## src/hdl/rmc_defines.svh

```systemverilog
// Constants for the remote output mode control block
`ifndef RMC_DEFINES_SVH
`define RMC_DEFINES_SVH

// ----------------------------------------------------------------
// Clock and timing
// ----------------------------------------------------------------
`define RMC_CLK_MHZ 125
`define RMC_ONESHOT_MS 500
`define RMC_ONESHOT_CYCLES (`RMC_ONESHOT_MS * 1000 * `RMC_CLK_MHZ)
`define RMC_SHOT_W 26
`define RMC_SETTLE_CYCLES 3'h4

// ----------------------------------------------------------------
// Outputs, keys and identity store
// ----------------------------------------------------------------
`define RMC_NUM_OUT 6
`define RMC_KEY_W 3
`define RMC_ID_DEPTH 100
`define RMC_ID_AW 7
`define RMC_SYNC_W 3

// ----------------------------------------------------------------
// APB register map
// ----------------------------------------------------------------
`define RMC_ADDR_W 8
`define RMC_REG_STATUS 8'h00
`define RMC_REG_MASK 8'h04
`define RMC_REG_SLOT 8'h08
`define RMC_MASK_RST 6'h3f
`define RMC_SLOT_EN_BIT 8
`define RMC_ST_MODE_LSB 0
`define RMC_ST_PHASE_LSB 3
`define RMC_ST_OUT_LSB 5

`endif

```

## src/hdl/rmc_pkg.sv

```systemverilog
// Types for the remote output mode control block
`include "rmc_defines.svh"

package rmc_pkg;

    // ------------------------------------------------------------
    // Modes and phases
    // ------------------------------------------------------------
    typedef enum logic [2:0] {
        RMC_ONESHOT,
        RMC_TOGGLE,
        RMC_SWITCH,
        RMC_CONT,
        RMC_IDLE
    } rmc_mode_t;

    typedef enum logic [1:0] {
        RMC_PH_SETTLE,
        RMC_PH_RUN,
        RMC_PH_CLEAR,
        RMC_PH_CLEARED
    } rmc_phase_t;

    // ------------------------------------------------------------
    // State records
    // ------------------------------------------------------------
    typedef struct packed {
        rmc_phase_t phase;
        rmc_mode_t mode;
        logic [2:0] settle;
        logic [`RMC_ID_AW-1:0] clr_addr;
        logic pend_vld;
        logic [`RMC_KEY_W-1:0] pend_key;
        logic pend_on;
        logic [`RMC_NUM_OUT-1:0] outs;
        logic [`RMC_NUM_OUT-1:0] contact;
        logic [`RMC_NUM_OUT-1:0] mask;
        logic [`RMC_NUM_OUT-1:0][`RMC_SHOT_W-1:0] shot;
        logic [31:0] prdata;
        logic pslverr;
        logic [`RMC_SLOT_EN_BIT:0] slot;
    } rmc_ctl_t;

    typedef struct packed {
        logic [`RMC_ID_DEPTH-1:0] valid;
        logic rdata;
    } rmc_mem_t;

    typedef struct packed {
        logic [`RMC_SYNC_W-1:0] meta;
        logic [`RMC_SYNC_W-1:0] sync;
    } rmc_sync_t;

endpackage : rmc_pkg

```

## src/hdl/rmc_sync.sv

```systemverilog
// Two-stage synchroniser for the strap pins
`timescale 1ns/100ps
`default_nettype none
`include "rmc_defines.svh"

module rmc_sync (
    input wire logic clock,
    input wire logic rst,
    input wire logic [`RMC_SYNC_W-1:0] din,
    output logic [`RMC_SYNC_W-1:0] dout
);

    rmc_pkg::rmc_sync_t s;
    rmc_pkg::rmc_sync_t next_s;

    always_comb begin
        next_s = s;
        next_s.meta = din;
        next_s.sync = s.meta;
    end

    always_ff @(posedge clock) begin
        if (rst) begin
            s <= '0;
        end else begin
            s <= next_s;
        end
    end

    assign dout = s.sync;

endmodule : rmc_sync
`default_nettype wire

```

## src/hdl/rmc_id_mem.sv

```systemverilog
// Registered transmitter identity store, one valid flag per slot
`timescale 1ns/100ps
`default_nettype none
`include "rmc_defines.svh"

module rmc_id_mem (
    input wire logic clock,
    input wire logic rst,
    input wire logic we,
    input wire logic [`RMC_ID_AW-1:0] waddr,
    input wire logic wdata,
    input wire logic [`RMC_ID_AW-1:0] raddr,
    output logic rdata
);

    rmc_pkg::rmc_mem_t s;
    rmc_pkg::rmc_mem_t next_s;

    always_comb begin
        next_s = s;
        if (we && (waddr < `RMC_ID_AW'(`RMC_ID_DEPTH))) begin
            next_s.valid[waddr] = wdata;
        end
        if (raddr < `RMC_ID_AW'(`RMC_ID_DEPTH)) begin
            next_s.rdata = s.valid[raddr];
        end else begin
            next_s.rdata = 1'b0;
        end
    end

    always_ff @(posedge clock) begin
        if (rst) begin
            s <= '0;
        end else begin
            s <= next_s;
        end
    end

    assign rdata = s.rdata;

endmodule : rmc_id_mem
`default_nettype wire

```

## src/hdl/rmc_control.sv

```systemverilog
// Strap mode selection, contact output control and APB registers
`timescale 1ns/100ps
`default_nettype none
`include "rmc_defines.svh"

// Function
// - Straps A open, B and maintenance grounded at power-up select clear-all.
// - Clear-all erases every identity, then drives strap A low continuously.
// - Maintenance open: straps A and B choose one of four output modes.
// - Mode is latched only at power-up; later strap changes are ignored.
// - One-shot mode: key n on drives output n for 500 ms.
// - Toggle mode: each key n on command flips output n.
// - Switching mode: key 1 sets, key 2 clears output 4.
// - Switching mode: keys 3/4 drive output 5, keys 5/6 output 6.
// - Continuous mode: output n follows key n on until its off command.
// - On command acts at once, same latency in every mode.
// - Off command ends the output at once only in continuous mode; other modes ignore it.
// - All straps open at power-up resume normal reception.
module rmc_control #(
    parameter int ONESHOT_CYCLES = `RMC_ONESHOT_CYCLES
) (
    input wire logic clock,
    input wire logic rst,
    input wire logic strap_a_in,
    output logic strap_a_out,
    output logic strap_a_oe,
    input wire logic strap_b_in,
    input wire logic maint_strap_in,
    input wire logic cmd_valid,
    input wire logic [`RMC_KEY_W-1:0] cmd_key,
    input wire logic cmd_on,
    input wire logic [`RMC_ID_AW-1:0] cmd_slot,
    output logic [`RMC_NUM_OUT-1:0] contact_out,
    output logic clear_done,
    input wire logic psel,
    input wire logic penable,
    input wire logic pwrite,
    input wire logic [`RMC_ADDR_W-1:0] paddr,
    input wire logic [31:0] pwdata,
    output logic [31:0] prdata,
    output logic pready,
    output logic pslverr
);

    // ------------------------------------------------------------
    // Helpers
    // ------------------------------------------------------------
    function automatic logic key_ok(input logic [`RMC_KEY_W-1:0] key);
        key_ok = (key >= `RMC_KEY_W'(1))
            && (key <= `RMC_KEY_W'(`RMC_NUM_OUT));
    endfunction : key_ok

    function automatic logic [`RMC_NUM_OUT-1:0] key_bit(
        input logic [`RMC_KEY_W-1:0] key
    );
        logic [`RMC_KEY_W-1:0] idx;

        idx = key - `RMC_KEY_W'(1);
        key_bit = `RMC_NUM_OUT'(1) << idx;
    endfunction : key_bit

    function automatic logic [`RMC_NUM_OUT-1:0] pair_bit(
        input logic [`RMC_KEY_W-1:0] key
    );
        logic [`RMC_KEY_W-1:0] idx;

        idx = 3'h3 + ((key - `RMC_KEY_W'(1)) >> 1);
        pair_bit = `RMC_NUM_OUT'(1) << idx;
    endfunction : pair_bit

    function automatic logic reg_hit(
        input logic [`RMC_ADDR_W-1:0] addr
    );
        unique case (addr)
            `RMC_REG_STATUS: reg_hit = 1'b1;
            `RMC_REG_MASK: reg_hit = 1'b1;
            `RMC_REG_SLOT: reg_hit = 1'b1;
            default: reg_hit = 1'b0;
        endcase
    endfunction : reg_hit

    // ------------------------------------------------------------
    // State
    // ------------------------------------------------------------
    localparam logic [`RMC_SHOT_W-1:0] SHOT_LOAD = `RMC_SHOT_W'(ONESHOT_CYCLES);

    rmc_pkg::rmc_ctl_t s;
    rmc_pkg::rmc_ctl_t next_s;

    logic [`RMC_SYNC_W-1:0] straps;
    logic mem_we;
    logic [`RMC_ID_AW-1:0] mem_waddr;
    logic mem_wdata;
    logic mem_rdata;
    logic setup;
    logic access;
    logic [31:0] status;
    logic cmd_take;
    logic cmd_apply;
    logic [`RMC_NUM_OUT-1:0] pend_bit;

    // ------------------------------------------------------------
    // Strap synchroniser and identity store
    // ------------------------------------------------------------
    rmc_sync u_sync (
        .clock(clock),
        .rst(rst),
        .din({maint_strap_in, strap_b_in, strap_a_in}),
        .dout(straps)
    );

    rmc_id_mem u_mem (
        .clock(clock),
        .rst(rst),
        .we(mem_we),
        .waddr(mem_waddr),
        .wdata(mem_wdata),
        .raddr(cmd_slot),
        .rdata(mem_rdata)
    );

    // ------------------------------------------------------------
    // Command decode
    // ------------------------------------------------------------
    assign cmd_take = cmd_valid && (s.phase == rmc_pkg::RMC_PH_RUN)
        && key_ok(cmd_key);
    assign cmd_apply = s.pend_vld && mem_rdata;
    assign pend_bit = key_bit(s.pend_key);

    // ------------------------------------------------------------
    // Bus decode
    // ------------------------------------------------------------
    assign setup = psel && !penable;
    assign access = psel && penable;

    always_comb begin
        status = '0;

        status[`RMC_ST_MODE_LSB +: 3] = s.mode;
        status[`RMC_ST_PHASE_LSB +: 2] = s.phase;
        status[`RMC_ST_OUT_LSB +: `RMC_NUM_OUT] = s.contact;
    end

    // Identity writes: walker first, then software slot writes
    always_comb begin
        mem_we = 1'b0;
        mem_waddr = s.clr_addr;
        mem_wdata = 1'b0;

        if (s.phase == rmc_pkg::RMC_PH_CLEAR) begin
            mem_we = 1'b1;
        end else if (access && pwrite && (paddr == `RMC_REG_SLOT)) begin
            mem_we = 1'b1;
            mem_waddr = pwdata[`RMC_ID_AW-1:0];
            mem_wdata = pwdata[`RMC_SLOT_EN_BIT];
        end
    end

    // ------------------------------------------------------------
    // Next state
    // ------------------------------------------------------------
    always_comb begin
        next_s = s;

        // Power-up strap capture
        unique case (s.phase)
            rmc_pkg::RMC_PH_SETTLE: begin
                next_s.settle = s.settle + 3'h1;
                if (s.settle == `RMC_SETTLE_CYCLES) begin
                    if (straps[2]) begin
                        next_s.phase = rmc_pkg::RMC_PH_RUN;
                        unique case (straps[1:0])
                            2'h3: begin
                                next_s.mode = rmc_pkg::RMC_ONESHOT;
                            end
                            2'h2: begin
                                next_s.mode = rmc_pkg::RMC_TOGGLE;
                            end
                            2'h1: begin
                                next_s.mode = rmc_pkg::RMC_SWITCH;
                            end
                            2'h0: begin
                                next_s.mode = rmc_pkg::RMC_CONT;
                            end
                        endcase
                    end else if (straps[1:0] == 2'h1) begin
                        next_s.phase = rmc_pkg::RMC_PH_CLEAR;
                        next_s.mode = rmc_pkg::RMC_IDLE;
                    end else begin
                        next_s.phase = rmc_pkg::RMC_PH_RUN;
                        next_s.mode = rmc_pkg::RMC_IDLE;
                    end
                end
            end

            rmc_pkg::RMC_PH_CLEAR: begin
                next_s.clr_addr = s.clr_addr + `RMC_ID_AW'(1);
                if (s.clr_addr == `RMC_ID_AW'(`RMC_ID_DEPTH - 1)) begin
                    next_s.phase = rmc_pkg::RMC_PH_CLEARED;
                end
            end

            rmc_pkg::RMC_PH_RUN: begin
                next_s.phase = s.phase;
            end

            rmc_pkg::RMC_PH_CLEARED: begin
                next_s.phase = s.phase;
            end
        endcase

        // Command pipeline: slot lookup, then apply
        next_s.pend_vld = cmd_take;
        next_s.pend_key = cmd_key;
        next_s.pend_on = cmd_on;

        // One-shot timers
        for (int i = 0; i < `RMC_NUM_OUT; i++) begin
            if (s.shot[i] != '0) begin
                next_s.shot[i] = s.shot[i] - `RMC_SHOT_W'(1);
                if (s.shot[i] == `RMC_SHOT_W'(1)) begin
                    next_s.outs[i] = 1'b0;
                end
            end
        end

        if (cmd_apply) begin
            unique case (s.mode)
                rmc_pkg::RMC_ONESHOT: begin
                    if (s.pend_on) begin
                        next_s.outs = next_s.outs | key_bit(s.pend_key);
                        for (int i = 0; i < `RMC_NUM_OUT; i++) begin
                            if (pend_bit[i]) begin
                                next_s.shot[i] = SHOT_LOAD;
                            end
                        end
                    end
                end

                rmc_pkg::RMC_TOGGLE: begin
                    if (s.pend_on) begin
                        next_s.outs = s.outs ^ key_bit(s.pend_key);
                    end
                end

                rmc_pkg::RMC_SWITCH: begin
                    if (s.pend_on) begin
                        if (s.pend_key[0]) begin
                            next_s.outs = s.outs | pair_bit(s.pend_key);
                        end else begin
                            next_s.outs = s.outs & ~pair_bit(s.pend_key);
                        end
                    end
                end

                rmc_pkg::RMC_CONT: begin
                    if (s.pend_on) begin
                        next_s.outs = s.outs | key_bit(s.pend_key);
                    end else begin
                        next_s.outs = s.outs & ~key_bit(s.pend_key);
                    end
                end

                rmc_pkg::RMC_IDLE: begin
                    next_s.outs = s.outs;
                end

                default: begin
                    next_s.outs = '0;
                end
            endcase
        end

        // APB registers
        if (setup) begin
            next_s.pslverr = !reg_hit(paddr);
            next_s.prdata = '0;
            if (!pwrite) begin
                unique case (paddr)
                    `RMC_REG_STATUS: begin
                        next_s.prdata = status;
                    end
                    `RMC_REG_MASK: begin
                        next_s.prdata = 32'(s.mask);
                    end
                    `RMC_REG_SLOT: begin
                        next_s.prdata = 32'(s.slot);
                    end
                    default: begin
                        next_s.prdata = '0;
                    end
                endcase
            end
        end
        if (access && pwrite) begin
            unique case (paddr)
                `RMC_REG_MASK: begin
                    next_s.mask = pwdata[`RMC_NUM_OUT-1:0];
                end
                `RMC_REG_SLOT: begin
                    next_s.slot = pwdata[`RMC_SLOT_EN_BIT:0];
                end
                default: begin
                    next_s.slot = s.slot;
                end
            endcase
        end

        next_s.contact = next_s.outs & next_s.mask;
    end

    // ------------------------------------------------------------
    // Registers
    // ------------------------------------------------------------
    always_ff @(posedge clock) begin
        if (rst) begin
            s <= '0;
            s.phase <= rmc_pkg::RMC_PH_SETTLE;
            s.mode <= rmc_pkg::RMC_IDLE;
            s.mask <= `RMC_MASK_RST;
        end else begin
            s <= next_s;
        end
    end

    // ------------------------------------------------------------
    // Outputs
    // ------------------------------------------------------------
    assign contact_out = s.contact;
    assign clear_done = (s.phase == rmc_pkg::RMC_PH_CLEARED);

    assign strap_a_out = 1'b0;
    assign strap_a_oe = clear_done;

    assign prdata = s.prdata;
    assign pready = access;
    assign pslverr = access && s.pslverr;

endmodule : rmc_control
`default_nettype wire

```

## config.mk

```make
export PLATFORM = sky130hd
export DESIGN_NAME = rmc_control
export DESIGN_NICKNAME = d
export VERILOG_FILES = /design/src/hdl/rmc_pkg.sv /design/src/hdl/rmc_sync.sv /design/src/hdl/rmc_id_mem.sv /design/src/hdl/rmc_control.sv
export VERILOG_INCLUDE_DIRS = /design/src /design/src/hdl
export SDC_FILE = /design/constraint.sdc
export NUM_CORES = 1
export LEC_CHECK = 0
export ABC_AREA = 1
export BUFFER_PORTS_ARGS = -buffer_cell sky130_fd_sc_hd__clkbuf_2
export CAP_MARGIN = 20
export CORE_MARGIN = 3
export CORE_UTILIZATION = 62
export DETAILED_ROUTE_END_ITERATION = 8
export GPL_TIMING_DRIVEN = 0
export PLACE_DENSITY_LB_ADDON = 0.15
export SETUP_SLACK_MARGIN = 0.2
export SYNTH_ARGS = -nofsm -noshare
export SYNTH_HDL_FRONTEND = slang
export SYNTH_SLANG_ARGS = --single-unit
export TNS_END_PERCENT = 30
```

## constraint.sdc

```tcl
create_clock -name clock -period 3 [get_ports clock]
set_input_delay 0.3 -clock clock [delete_from_list [all_inputs] [get_ports clock]]
set_output_delay 0.3 -clock clock [all_outputs]
set_load 0.01 [all_outputs]
```

==> summary.md <==
| Metric | Value |
|---|---|
| Gr ovfl total | `0` |
| HP Class | `input pin to flip-flop` |
| CP Capture Type | `flip-flop` |
| End of the worst register-to-register path | `s[104]$_SDFF_PP0_` |
| Gr usage total | `33.1%` |
| Via count | `roughly 19000` |
| Die width | `~180 µm` |
| Slew Limit Headroom | `roughly 28%` |
| Worst Hold End | `u_sync.next_s[0]$_SDFF_PP0_` |
| Share of layout cells above drive strength 1 | `7.43%` |
| PD cells | `between 900 and 1000 mW/mm²` |
| DPL Wire Length | `about 37000 µm` |
| Pin count of the biggest net entering global routing | `14` |
| CTS root buf | `clkbuf_16` |
| Clk_lat worst skew | `approximately 0.52 ns` |
| Seq/Total Area, Yosys | `36.2%` |
| Post-Syn Instances | `about 2800` |
| DR WL/cell | `about 16 µm` |
| Seq cells post-synth | `322` |
| Die area | `0.0308 mm²` |
| Vias in the first global route | `between 15000 and 20000` |
| Clk_skew | `~0.010 ns` |
| FFs w/ async S/R, synth | `0%` |
| Crit path DAT | `3.03 ns` |
| Inserted Diodes | `0` |
| RSZ-0062 raised after global routing | `yes` |
| Row cnt | `between 60 and 70` |
| Yosys warns | `0` |
| Max-cap violation count | `0` |
| First-pass GRT wire length | `85000 µm` |
| Worst vdd ir | `756 µV` |
| Final setup fails | `0` |
| Initial antenna violation count | `1` |
| Post-route insts no fill | `approximately 3300` |
| Crit-path most repeated cell | `nand2_1` |
| # clock sinks | `roughly 320` |
| Setup_tns | `0 ns` |
| Worst-path clk slew | `~0.06 ns` |
| Mux share of post-synthesis cell area | `0%` |
| Starting Density | `a little under two thirds` |
| Critical path's largest stage delay | `between 0.3 and 0.4 ns` |
| Fin nets | `approximately 3000` |
| Outcome | `finished, final reports clean` |
| Syn_area_per_cell | `~6.4 µm²` |
| Fmax | `between 0.3 and 0.4 GHz` |
| Leak Pwr | `about 9.0 nW` |
| Core outline area | `0.0281 mm²` |
| Hold path start | `strap_a_in` |
| Cell variety after synth | `47` |
| Buffers & Inverters on Critical Path | `3` |
| Crit-path cells | `inv_1, ha_1, inv_1, nor2_1, nand2_1, nor2_1, nand4_1, nand2_1, nor2_1, nand2_1, nand2_1, o21ai_0, inv_1` |
| Synth Flop Type | `dfxtp_1` |
| Via-per-instance ratio | `5.74` |
| Final Critical Period | `2.63 ns` |
| R2R Path Start | `s[94]$_SDFF_PP0_` |
| PortBufs | `53` |
| TritonCTS clock tree | `yes` |
| Crit share post-route | `between 80 and 90%` |
| Hold-fix buffers at CTS | `0` |
| Synth Cell Area | `around 0.018 mm²` |
| CP Class | `flip-flop to flip-flop` |
| Htree depth | `2` |
| Worst R2R Path Depth | `13` |
| Tightest Pin Transition | `approximately 1.1 ns` |
| Routed WL | `52600 µm` |
| Total CTS buffers | `37` |
| Finished Core Util | `70.9%` |
| Detailed-route DRC error count | `0` |
| Simple-Gate Fraction of Synth Area | `35.7%` |
| Largest family of logic cells by synthesized area | `simple AND/OR/NAND/NOR gates` |
| Maximum clock path buffer count | `3` |
| Crit-path slowest cell | `nand4_1` |
| Critical Path Start Type | `flip-flop` |
| Placed cell count | `between 3000 and 4000` |
| Endpoints failing hold | `0` |
| CP delay by family, top | `simple AND/OR/NAND/NOR gates` |
| Antenna Violating Nets Remaining | `0` |
| Compound-cell area share of the yosys netlist | `a little over an eighth` |
| R2R Setup Slk | `around 0.37 ns` |
| Die Y | `~180 µm` |
| Pins Over Slew Limit | `0` |
| Required time of the critical path | `3.40 ns` |
| Area Overhead vs Synth | `11.7%` |
| GPL Wtd Cong | `a little under 1` |
| Adder-cell share of the synthesized area | `roughly 1.5%` |
| Number of synthesized flops with an enable pin | `0` |
| Hold Crit Depth | `3` |
| First-pass DRT Iterations | `6` |
| Post-Synth XOR/XNOR Area | `between 2 and 2.5%` |
| Max FO, Critical Path | `7` |
| # IOs | `about 100` |
| Starting DRT DRC Count | `about 2000` |
-- through the flow --
step	hold WS [ns]	power (mW)	setup slack (ns)	instance area (µm²)
2_1_floorplan	0.388	12.6	0.871	17900
3_5_place_dp	0.405	14.4	0.0300	18600
3_3_place_gp	0.406	14.2	0.0814	18600
6_report	0.0307	19.2	0.373	19900
4_1_cts	0.0251	19.1	0.153	19900
5_1_grt	0.0461	20.8	0.0938	19900
-- placed cells by master (no fill, tap or decap), drive strengths merged --
| master | synthesis | final |
|---|---|---|
| a211oi | 18 | 18 |
| a21boi | 1 | 1 |
| a21oi | 247 | 247 |
| a22o | 1 | 1 |
| a22oi | 2 | 2 |
| a31oi | 16 | 16 |
| and3 | 2 | 2 |
| buf | 85 | 86 |
| bufinv | 0 | 4 |
| clkbuf | 58 | 162 |
| clkinv | 2 | 9 |
| clkinvlp | 0 | 2 |
| conb | 1 | 22 |
| dfxtp | 322 | 322 |
| ha | 21 | 21 |
| inv | 262 | 263 |
| nand2 | 567 | 567 |
| nand3 | 242 | 242 |
| nand3b | 8 | 8 |
| nand4 | 36 | 36 |
| nor2 | 594 | 594 |
| nor3 | 57 | 57 |
| nor3b | 2 | 2 |
| nor4 | 11 | 11 |
| nor4b | 1 | 1 |
| o211ai | 12 | 12 |
| o21a | 1 | 1 |
| o21ai | 127 | 127 |
| o21bai | 2 | 2 |
| o22a | 1 | 1 |
| o22ai | 16 | 16 |
| o31ai | 5 | 5 |
| o41ai | 3 | 3 |
| or2 | 3 | 3 |
| or3 | 3 | 3 |
| or3b | 1 | 1 |
| xnor2 | 15 | 15 |
| xor2 | 35 | 35 |
-- sequential cells by signal (all words and copies together) (netlist names) --
register,flops
u_mem.s,100
prdata,11
contact_out,6
u_sync.next_s,3
u_sync.dout,3
s,198
u_mem.rdata,1
-- report_power, final --
group / internal [mW] / switching [mW] / total [mW]
clock: 2.79 / 1.83 / 4.61
combinational: 2.87 / 5.74 / 8.61
sequential: 5.19 / 0.817 / 6.01
total: 10.8 / 8.39 / 19.2
-- worst max path at each step --
stage | startpoint | endpoint | cells after the start
4_1_cts | s[217]$_SDFF_PP0_ | s[44]$_SDFF_PP0_ | 11
3_5_place_dp | s[217]$_SDFF_PP0_ | s[132]$_SDFF_PP0_ | 13
3_3_place_gp | s[217]$_SDFF_PP0_ | s[98]$_SDFF_PP0_ | 11
6_report | s[94]$_SDFF_PP0_ | s[104]$_SDFF_PP0_ | 13
2_1_floorplan | s[217]$_SDFF_PP0_ | s[124]$_SDFF_PP0_ | 13
5_1_grt | s[94]$_SDFF_PP0_ | s[104]$_SDFF_PP0_ | 13
-- worst register-to-register path: cells and delay by family, from the launching register on --
kind,cells,cell delay (ns)
AOI/OAI and AO/OA,1,0.22
adders and majority gates,1,0.21
buffers and inverters,3,0.30
DFF,1,0.34
and+or+nand+nor,8,1.44
-- synth_stat cells, drive strengths merged (3+ instances only) --
master | count | share of area [%]
nor2 | 594 | 13
nand2 | 567 | 12
dfxtp | 322 | 36
inv | 262 | 5.5
a21oi | 247 | 7.0
nand3 | 242 | 6.9
o21ai | 127 | 3.6
buf | 85 | 3.7
clkbuf | 58 | 1.2
nor3 | 57 | 1.7
nand4 | 36 | 1.3
xor2 | 35 | 1.7
ha | 21 | 1.5
a211oi | 18 | 0.76
a31oi | 16 | 0.56
o22ai | 16 | 0.56
xnor2 | 15 | 0.74
o211ai | 12 | 0.51
nor4 | 11 | 0.39
nand3b | 8 | 0.34
o31ai | 5 | 0.21
o41ai | 3 | 0.15
or2 | 3 | 0.11
or3 | 3 | 0.11
-- kinds of logic (layout without fill, tap and decap cells) --
group,after synthesis,count (layout)
other,1,22
XOR/XNOR,50,50
AND/OR/NAND/NOR,1527,1527
adder cells (fa/ha/maj),21,21
flip-flops,322,322
AO/OA/AOI/OAI,452,452
buffers and inverters,407,526
-- timing repair --
| action | CTS | global route |
|---|---|---|
| endpoints found under the setup margin | 30 | 42 |
| pin swaps | 0 | 1 |
| buffers inserted | 0 | 2 |
| gates resized for setup | 2 | 5 |
-- routing by layer --
| layer | GRT usage, % | wire length (µm) | vias up |
|---|---|---|---|
| met4 | 12.7 | 2020 | 2 |
| li1 | - | - | 9210 |
| met3 | 6.23 | 5720 | 188 |
| met5 | 0 | 13 | - |
| met1 | 46.3 | 22200 | 8556 |
| met2 | 51.0 | 22600 | 977 |
-- final cells by class --
type	instances	area, µm²
timing repair buffer	55	280
fill	2490	8180
buffer	143	883
inverter	264	991
tap	378	473
sequential	322	6450
clock buffer	50	1040
clock inverter	14	183
multi-input combinational	2072	9610
Note: power is estimated with default switching activity, not from simulation.
